## src/design/mmsr_regs.svh

```systemverilog
/*
  register offsets, field positions and reset values of the meter mode and
  status register bank.
  assumes byte addressing on a 32-bit apb bus, one register per word.
*/
`ifndef MMSR_REGS_SVH
`define MMSR_REGS_SVH

// ----------------------------------------
// offsets
// ----------------------------------------
`define MMSR_OFF_CONFIG      12'h000
`define MMSR_OFF_CONDITION   12'h004
`define MMSR_OFF_CALIB       12'h008
`define MMSR_OFF_CYCLE_EXP   12'h00A
`define MMSR_OFF_CYCLE_CNT   12'h00C
`define MMSR_OFF_CYCLE_EXP_B 12'h010
`define MMSR_OFF_CYCLE_CNT_B 12'h014

// ----------------------------------------
// meter_config fields
// ----------------------------------------
`define MMSR_CFG_NOLOAD      0
`define MMSR_CFG_SINGLE_PT   1
`define MMSR_CFG_POS_ONLY    2
`define MMSR_CFG_PH1_EN      3
`define MMSR_CFG_PH2_EN      4
`define MMSR_CFG_PH3_EN      5
`define MMSR_CFG_WR_MASK     16'hF8FF
`define MMSR_CFG_RESET       16'h0000

// ----------------------------------------
// meter_condition and calib_ctrl fields
// ----------------------------------------
`define MMSR_COND_SIGN       2
`define MMSR_CAL_MODE        0
`define MMSR_CAL_UPDATE      1
`define MMSR_CAL_RESET       2'h0

// ----------------------------------------
// line cycle exponent
// ----------------------------------------
`define MMSR_EXP_MAX         4'h8
`define MMSR_EXP_RESET       4'h0

`endif

```

## src/design/mmsr_pkg.sv

```systemverilog
/*
  types shared by the meter register bank modules.
  assumes mmsr_regs.svh for all numeric constants.
*/
package mmsr_pkg;

  typedef enum logic [1:0] {
    MMSR_CAL_IDLE,
    MMSR_CAL_ARMED,
    MMSR_CAL_RUN
  } mmsr_cal_state_t;

  typedef logic [15:0] mmsr_word_t;

endpackage : mmsr_pkg

```

## src/design/mmsr_apb_if.sv

```systemverilog
/*
  carrier for one decoded apb register access inside the bank.
  assumes a single pclk domain.
*/
`timescale 1ns/1ps
interface mmsr_apb_if;
  logic        wr_stb;
  logic        rd_stb;
  logic [11:0] addr;
  logic [15:0] wdata;
  logic [31:0] rdata;
  logic        err;

  modport slave  (output wr_stb, output rd_stb, output addr, output wdata,
                  input rdata, input err);
  modport target (input wr_stb, input rd_stb, input addr, input wdata,
                  output rdata, output err);
endinterface : mmsr_apb_if

```

## src/design/mmsr_meter_regs.sv

```systemverilog
/*
  meter configuration, condition and calibration control register bank.
  assumes apb on pclk; the power sign and line cycle tick come from pins
  of the metering front end in another domain.
*/
// The implementer's own choice: register access over APB.
`timescale 1ns/1ps
`include "mmsr_regs.svh"

// Contract
// - 16-bit read/write configuration register at offset 0x000 steers the meter.
// - config bits 13-15 volt-amp mode select, stored, no effect.
// - config bits 11-12 real power mode select, stored, no effect.
// - config bits 8-10 and status bits 0,1,3-15 read zero.
// - config bits 6-7 input gain select, stored, no effect.
// - config bits 3-5 enable each phase into totals and pulse output.
// - config bit 2 set accumulates positive energy only, else signed.
// - config bit 1 selects single point phase correction.
// - config bit 0 enables the no-load threshold.
// - status bit 2 reads raw active power sign, one when negative.
// - calib bit 0 mode now; bit 1 runs cycles, cleared by device.
module mmsr_meter_regs
  import mmsr_pkg::*;
(
  // clock and reset
  input  wire logic        pclk,
  input  wire logic        presetn,
  // apb
  input  wire logic        psel,
  input  wire logic        penable,
  input  wire logic        pwrite,
  input  wire logic [11:0] paddr,
  input  wire logic [31:0] pwdata,
  output logic      [31:0] prdata,
  output logic             pready,
  output logic             pslverr,
  // metering front end pins
  input  wire logic        raw_power_negative,
  input  wire logic        line_cycle_tick,
  // controls to the energy datapath
  output logic      [2:0]  phase_pulse_enable,
  output logic             positive_only,
  output logic             single_point_correct,
  output logic             no_load_cutoff_enable,
  output logic             calib_mode,
  output logic             calib_accumulate
);

  mmsr_apb_if rb ();

  mmsr_word_t      cfg_q;
  logic [1:0]      cal_q;
  logic [3:0]      exp_q;
  logic [3:0]      exp_live_q;
  logic [7:0]      cnt_q;
  logic [8:0]      run_q;
  mmsr_cal_state_t cal_st_q;
  logic            sign_s;
  logic            tick_s;
  logic            tick_prev_q;
  logic            tick_pulse;
  logic            period_end;
  logic            cal_wr;
  logic            cal_upd_set;
  logic            cal_mode_q;

  // ----------------------------------------
  // bus front end and pin synchronisers
  // ----------------------------------------
  mmsr_apb_slave u_slave (
    .pclk    (pclk),
    .presetn (presetn),
    .psel    (psel),
    .penable (penable),
    .pwrite  (pwrite),
    .paddr   (paddr),
    .pwdata  (pwdata),
    .prdata  (prdata),
    .pready  (pready),
    .pslverr (pslverr),
    .rb      (rb)
  );

  mmsr_sync u_sign_sync (
    .pclk    (pclk),
    .presetn (presetn),
    .din     (raw_power_negative),
    .dout    (sign_s)
  );

  mmsr_sync u_tick_sync (
    .pclk    (pclk),
    .presetn (presetn),
    .din     (line_cycle_tick),
    .dout    (tick_s)
  );

  // edge taken from the synchronised copy only
  always_ff @(posedge pclk or negedge presetn)
    if (!presetn)
      tick_prev_q <= 1'b0;
    else
      tick_prev_q <= tick_s;

  assign tick_pulse = tick_s & ~tick_prev_q;

  // ----------------------------------------
  // decode helpers
  // ----------------------------------------
  function automatic logic hit(input logic [11:0] a, input logic [11:0] off);
    hit = (a == off);
  endfunction : hit

  function automatic logic [8:0] cycles_of(input logic [3:0] e);
    cycles_of = 9'h001 << e;
  endfunction : cycles_of

  assign cal_wr      = rb.wr_stb & hit(rb.addr, `MMSR_OFF_CALIB);
  assign cal_upd_set = cal_wr & rb.wdata[`MMSR_CAL_UPDATE];

  // ----------------------------------------
  // configuration register
  // ----------------------------------------
  // reserved mode fields are stored and read back, unused bits never stored
  always_ff @(posedge pclk or negedge presetn)
    if (!presetn)
      cfg_q <= `MMSR_CFG_RESET;
    else if (rb.wr_stb && hit(rb.addr, `MMSR_OFF_CONFIG))
      cfg_q <= rb.wdata & `MMSR_CFG_WR_MASK;

  // ----------------------------------------
  // line cycle exponent and counter
  // ----------------------------------------
  // writes above the largest exponent are clamped
  always_ff @(posedge pclk or negedge presetn)
    if (!presetn)
      exp_q <= `MMSR_EXP_RESET;
    else if (rb.wr_stb && hit(rb.addr, `MMSR_OFF_CYCLE_EXP_B))
      exp_q <= (rb.wdata[15:4] != 12'h000 || rb.wdata[3:0] > `MMSR_EXP_MAX) ?
               `MMSR_EXP_MAX : rb.wdata[3:0];

  // new exponent waits for the running period to finish
  assign period_end = tick_pulse && ({1'b0, cnt_q} == cycles_of(exp_live_q) - 9'h001);

  always_ff @(posedge pclk or negedge presetn)
    if (!presetn)
    begin
      cnt_q      <= 8'h00;
      exp_live_q <= `MMSR_EXP_RESET;
    end
    else if (period_end)
    begin
      cnt_q      <= 8'h00;
      exp_live_q <= exp_q;
    end
    else if (tick_pulse)
      cnt_q <= cnt_q + 8'h01;

  // ----------------------------------------
  // calibration control
  // ----------------------------------------
  // mode bit acts at once; update waits for the next line cycle
  always_ff @(posedge pclk or negedge presetn)
    if (!presetn)
      cal_mode_q <= 1'b0;
    else if (cal_wr)
      cal_mode_q <= rb.wdata[`MMSR_CAL_MODE];

  always_ff @(posedge pclk or negedge presetn)
    if (!presetn)
    begin
      cal_st_q <= MMSR_CAL_IDLE;
      run_q    <= 9'h000;
    end
    else
      case (cal_st_q)
        MMSR_CAL_IDLE:
          if (cal_upd_set)
            cal_st_q <= MMSR_CAL_ARMED;
        MMSR_CAL_ARMED:
          if (!cal_q[`MMSR_CAL_MODE])
            cal_st_q <= MMSR_CAL_IDLE;
          else if (tick_pulse)
          begin
            cal_st_q <= MMSR_CAL_RUN;
            run_q    <= cycles_of(exp_live_q);
          end
        MMSR_CAL_RUN:
          if (!cal_q[`MMSR_CAL_MODE])
            cal_st_q <= MMSR_CAL_IDLE;
          else if (tick_pulse)
          begin
            run_q <= run_q - 9'h001;
            if (run_q == 9'h001)
              cal_st_q <= cal_upd_set ? MMSR_CAL_ARMED : MMSR_CAL_IDLE;
          end
        default:
          cal_st_q <= MMSR_CAL_IDLE;
      endcase

  // software set beats the device clear in the same cycle
  // one process owns the whole word, so neither bit has two drivers
  always_comb
  begin
    cal_q[`MMSR_CAL_MODE]   = cal_mode_q;
    cal_q[`MMSR_CAL_UPDATE] = (cal_st_q != MMSR_CAL_IDLE);
  end

  // ----------------------------------------
  // read mux
  // ----------------------------------------
  // the front end answers writes to read-only and unmapped words with pslverr
  always_comb
  begin
    rb.rdata = 32'h0000_0000;
    rb.err   = 1'b0;
    if (hit(rb.addr, `MMSR_OFF_CONFIG))
      rb.rdata = {16'h0000, cfg_q};
    else if (hit(rb.addr, `MMSR_OFF_CONDITION))
    begin
      rb.rdata[`MMSR_COND_SIGN] = sign_s;
      rb.err = rb.wr_stb;
    end
    else if (hit(rb.addr, `MMSR_OFF_CALIB))
      rb.rdata = {30'h0000_0000, cal_q};
    else if (hit(rb.addr, `MMSR_OFF_CYCLE_EXP_B))
      rb.rdata = {28'h000_0000, exp_q};
    else if (hit(rb.addr, `MMSR_OFF_CYCLE_CNT_B))
    begin
      rb.rdata = {24'h00_0000, cnt_q};
      rb.err = rb.wr_stb;
    end
    else
      rb.err = 1'b1;
  end

  // ----------------------------------------
  // controls to the datapath
  // ----------------------------------------
  always_ff @(posedge pclk or negedge presetn)
    if (!presetn)
    begin
      phase_pulse_enable    <= 3'h0;
      positive_only         <= 1'b0;
      single_point_correct  <= 1'b0;
      no_load_cutoff_enable <= 1'b0;
      calib_mode            <= 1'b0;
      calib_accumulate      <= 1'b0;
    end
    else
    begin
      phase_pulse_enable    <= cfg_q[`MMSR_CFG_PH3_EN:`MMSR_CFG_PH1_EN];
      positive_only         <= cfg_q[`MMSR_CFG_POS_ONLY];
      single_point_correct  <= cfg_q[`MMSR_CFG_SINGLE_PT];
      no_load_cutoff_enable <= cfg_q[`MMSR_CFG_NOLOAD];
      calib_mode            <= cal_q[`MMSR_CAL_MODE];
      // outside calibration the datapath always accumulates
      calib_accumulate      <= ~cal_q[`MMSR_CAL_MODE] | (cal_st_q == MMSR_CAL_RUN);
    end

endmodule : mmsr_meter_regs

```

## src/design/mmsr_apb_slave.sv

```systemverilog
/*
  apb slave front end: turns the access phase into one-cycle strobes and
  registers the answer so that pready follows one cycle after the strobe.
  assumes a well behaved apb master on pclk.
*/
`timescale 1ns/1ps
module mmsr_apb_slave
  import mmsr_pkg::*;
(
  // clock and reset
  input  wire logic        pclk,
  input  wire logic        presetn,
  // apb
  input  wire logic        psel,
  input  wire logic        penable,
  input  wire logic        pwrite,
  input  wire logic [11:0] paddr,
  input  wire logic [31:0] pwdata,
  output logic      [31:0] prdata,
  output logic             pready,
  output logic             pslverr,
  // register side
  mmsr_apb_if.slave        rb
);

  logic busy_q;

  // ----------------------------------------
  // strobes
  // ----------------------------------------
  // one access per transfer; second access cycle only answers
  assign rb.wr_stb = psel & penable & pwrite & ~busy_q;
  assign rb.rd_stb = psel & penable & ~pwrite & ~busy_q;
  assign rb.addr   = paddr;
  assign rb.wdata  = pwdata[15:0];

  always_ff @(posedge pclk or negedge presetn)
    if (!presetn)
      busy_q <= 1'b0;
    else
      busy_q <= psel & penable & ~busy_q;

  // ----------------------------------------
  // answer
  // ----------------------------------------
  always_ff @(posedge pclk or negedge presetn)
    if (!presetn)
    begin
      pready  <= 1'b0;
      prdata  <= 32'h0000_0000;
      pslverr <= 1'b0;
    end
    else
    begin
      pready  <= psel & penable & ~busy_q;
      prdata  <= rb.rd_stb ? rb.rdata : 32'h0000_0000;
      pslverr <= (rb.rd_stb | rb.wr_stb) & rb.err;
    end

endmodule : mmsr_apb_slave

```

## src/design/mmsr_sync.sv

```systemverilog
/*
  two flip-flop synchroniser for pin levels.
  assumes the input is a slow level from outside the pclk domain.
*/
`timescale 1ns/1ps
module mmsr_sync
  import mmsr_pkg::*;
(
  // clock and reset
  input  wire logic pclk,
  input  wire logic presetn,
  // level
  input  wire logic din,
  output logic      dout
);

  logic meta_q;

  always_ff @(posedge pclk or negedge presetn)
    if (!presetn)
    begin
      meta_q <= 1'b0;
      dout   <= 1'b0;
    end
    else
    begin
      meta_q <= din;
      dout   <= meta_q;
    end

endmodule : mmsr_sync

```

## config.mk

```make
export PLATFORM = sky130hd
export DESIGN_NAME = mmsr_meter_regs
export DESIGN_NICKNAME = d
export VERILOG_FILES = /design/src/design/mmsr_pkg.sv /design/src/design/mmsr_apb_if.sv /design/src/design/mmsr_meter_regs.sv /design/src/design/mmsr_apb_slave.sv /design/src/design/mmsr_sync.sv
export VERILOG_INCLUDE_DIRS = /design/src /design/src/design
export SDC_FILE = /design/constraint.sdc
export NUM_CORES = 1
export LEC_CHECK = 0
export ABC_CLOCK_PERIOD_IN_PS = 3400
export BUFFER_PORTS_ARGS = -buffer_cell sky130_fd_sc_hd__buf_4
export CAP_MARGIN = 5
export CORE_ASPECT_RATIO = 0.9
export CORE_MARGIN = 3
export CORE_UTILIZATION = 40
export CTS_BUF_LIST = sky130_fd_sc_hd__clkbuf_8
export CTS_CLUSTER_SIZE = 24
export DETAILED_ROUTE_END_ITERATION = 8
export PLACE_DENSITY = 0.65
export SETUP_SLACK_MARGIN = 0.5
export SYNTH_ARGS = -nofsm -noshare
export SYNTH_HDL_FRONTEND = slang
export SYNTH_SLANG_ARGS = --single-unit
```

## constraint.sdc

```tcl
create_clock -name pclk -period 3.4 [get_ports pclk]
set_clock_uncertainty 0.2 [all_clocks]
set_input_delay 0.34 -clock pclk [delete_from_list [all_inputs] [get_ports pclk]]
set_output_delay 0.34 -clock pclk [all_outputs]
set_load 0.01 [all_outputs]
```

==> impl_metrics.py <==
metrics = {
    "layout": {
        "nets": 457,
        "n_antenna_cell": 0,
        "synthToLayoutAreaGrowth_pct": 21.9,
        "layout-drive-gt1-share": 0.292,
    },
    "global_routing": {
        "grtUsageTotal": 0.171,
        "first_global_vias": 2645,
        "antenna_found_initial": 0,
        "grt_start_max_net_pins": 70,
        "grt_overflow": 0,
        "grt_pass1_wl_mm": 13.3,
    },
    "floorplanning": {
        "dieWidth_um": 105,
        "dieArea_um2": 9970,
        "coreArea_um2": 8300,
        "initial_core_util": 0.424,
        "num_rows": 31,
        "fp.dieH_um": 95.0,
        "io_pins": 93,
    },
    "synth": {
        "ys_warn_count": 0,
        "ys_seq_area_frac": 0.490,
        "yosysMostFrequentCell": "dfrtp_1",
        "avgSynthCellArea_um2": 10.5,
        "synthCells": 335,
        "synth_cell_type_count": 57,
        "synth-async-reset-ratio": 1.00,
        "ys_top_cells_by_area": "dfrtp_1, mux2_2, buf_4",
        "ys_top_cells_by_count": "dfrtp_1, nor2_1, nand2_1, o21ai_0, buf_4",
        "yosysTopAreaCell": "dfrtp_1",
        "syn_area_um2": 3520,
        "synthFlopType": "dfrtp_1",
        "ys_seq_elements": 69,
        "yosysTopAreaCellShare": 0.490,
        "synth_edf_count": 0,
    },
    "routing": {
        "drcViolationCount": 0,
        "drt-total-wl_mm": 8.04,
        "wl_per_cell_um": 15.4,
        "drtIter0Drc": 105,
        "via_per_inst": 5.31,
        "drtAntennaViolNets": 0,
        "dr.pass1.iters": 5,
        "via_count": 2770,
    },
    "clock_tree": {
        "cts_sinks": 69,
        "clk_pin_slew_worst_paths_ns": 0.07,
        "cts_tree": "done",
        "clk-insertion-delay-late_ns": 0.35,
        "cts_root_buf": "clkbuf_8",
        "cts_inserted_buffers": 9,
        "cts_max_level": 3,
        "clockBufferDepth": 2,
    },
    "placed_design": {
        "place.port_buffers": 57,
        "place_ws_ns": 0.451,
        "hpwl_mm": 5.71,
        "gp_congestion": 0.895,
    },
    "run": {
        "cap_viol_max_count": 0,
    },
    "timing": {
        "max_slew_margin": 0.433,
        "finalHoldViolations": 0,
        "fin_crit_sh": 0.819,
        "setup_ws_ns": 0.615,
        "period_minus_slack_ns": 2.78,
        "setup_tns_ns": 0,
        "tightest_slew_ns": 0.850,
        "maxSlewViolCount": 0,
        "fmax_mhz": 359,
        "setup_viol": 0,
        "rsz0062_at_grt": "yes",
    },
    "critical_path": {
        "required_ns": 3.43,
        "critPathKind": "register to register",
        "cp-start-kind": "register",
        "arrival_ns": 2.82,
        "crit_fanout": 5,
        "cp-end-kind": "register",
    },
    "power_and_ir_drop": {
        "ir_worst_vdd_v": 0.000322,
        "p_per_area_nw_per_um2": 425,
        "leakagePower_nw": 2.06,
    },
    "status": {
        "status": "completed",
    },
    "min_path": {
        "hp-class": "input pin to register",
    },
}
-- worst paths after layout --
path / from / endpoint / slack [ns] / cells after the start
max in group asynchronous: presetn / exp_live_q[0]$_DFFE_PN0P_ / 1.96 / 2
min in group asynchronous: presetn / cfg_q[11]$_DFFE_PN0P_ / 0.44 / 2
worst max register to register: exp_live_q[2]$_DFFE_PN0P_ / exp_live_q[1]$_DFFE_PN0P_ / 0.62 / 9
worst max-delay path: exp_live_q[2]$_DFFE_PN0P_ / exp_live_q[1]$_DFFE_PN0P_ / 0.62 / 9
worst min register to register: u_tick_sync.meta_q$_DFF_PN0_ / u_tick_sync.dout$_DFF_PN0_ / 0.16 / 0
worst min-delay path: paddr[3] / u_slave.prdata[2]$_DFF_PN0_ / 0.02 / 2
-- cell families (layout without fill, tap and decap cells) --
family,after synthesis,count (layout),share of synthesized area
flip-flops,69,69,0.490
AND/OR/NAND/NOR,118,118,0.179
adder cells (fa/ha/maj),4,4,0.0142
buffers and inverters,43,97,0.0756
AO/OA/AOI/OAI,66,66,0.135
other,1,19,0.00106
XOR/XNOR,11,11,0.0273
multiplexers,23,23,0.0774
-- where the power goes --
part,internal (mW),leakage (nW),switching (mW)
registers,0.844,0.940,0.0509
clock network,0.410,0.114,0.318
logic,0.106,1.00,0.0990
-- per-layer routing --
| layer | part of all wire | GRT usage |
|---|---|---|
| met1 | 0.47 | 0.232 |
| met3 | 0.059 | 0.0447 |
| met4 | 0.011 | 0.0590 |
| met2 | 0.46 | 0.268 |
| met5 | 0 | 0 |
-- registers in the layout, indices dropped and copies added (netlist names) --
register / cells
u_sign_sync.dout: 1
single_point_correct: 1
cal_mode_q: 1
calib_mode: 1
cal_st_q: 2
no_load_cutoff_enable: 1
calib_accumulate: 1
tick_prev_q: 1
exp_q: 4
positive_only: 1
u_slave.prdata: 13
u_sign_sync.meta_q: 1
run_q: 9
cfg_q: 13
exp_live_q: 4
u_tick_sync.meta_q: 1
phase_pulse_enable: 3
u_tick_sync.dout: 1
u_slave.pslverr: 1
cnt_q: 8
u_slave.busy_q: 1
-- per-stage QoR --
step / util / instance area [µm²] / total power, mW / hold WS (ns) / instances
3_3_place_gp: 0.481 / 3990 / 1.09 / 0.144 / 497
2_1_floorplan: - / 3600 / 1.04 / -0.156 / 353
6_report: 0.518 / 4300 / 1.83 / 0.0192 / 522
5_1_grt: 0.518 / 4300 / 1.91 / 0.0120 / 522
4_1_cts: 0.511 / 4240 / 1.83 / 0.000615 / 516
3_5_place_dp: 0.481 / 3990 / 1.10 / 0.136 / 497
-- cell type report --
cell class,instances,area [µm²]
fillers,769,4000
repair buffers,75,572
flip-flops and latches,69,1730
clock inverters,7,91.3
inverters,6,22.5
clock buffers,9,124
well taps,115,144
multi-input cells,241,1620
-- timing repair --
| action | 4_1_cts | 5_1_grt |
|---|---|---|
| gates cloned | 0 | 1 |
| buffers inserted | 0 | 5 |
| hold endpoints to repair | 71 | 0 |
| setup endpoints to repair | 4 | 4 |
| hold buffers | 3 | 0 |
| resized for setup | 2 | 4 |
| pin swaps | 0 | 4 |
-- worst max-delay path: stages (launching register included) --
cell and delay [ns]:
dfrtp_1 0.41, nor2_4 0.17, nand3b_1 0.13, ha_2 0.20
or4_4 0.42, a21oi_2 0.14, a31oi_1 0.07, a2111oi_4 0.41
buf_6 0.18, mux2_2 0.33
-- layout by cell type (no fill, tap or decap), drive strengths merged, types with 5 or more instances in the layout --
cell type | synthesis | routed
dfrtp | 69 | 69
nand3 | 7 | 7
nand2 | 21 | 21
or4 | 5 | 5
a31oi | 7 | 7
nor3 | 10 | 10
clkbuf | 9 | 9
conb | 1 | 19
mux2 | 18 | 18
o21ai | 22 | 22
a21oi | 11 | 11
nor4 | 7 | 7
inv | 6 | 7
buf | 28 | 72
xor2 | 9 | 9
a22oi | 6 | 6
nor2 | 33 | 33
nand2b | 5 | 5
and2 | 7 | 7
Power figures use the tool's default switching activity.
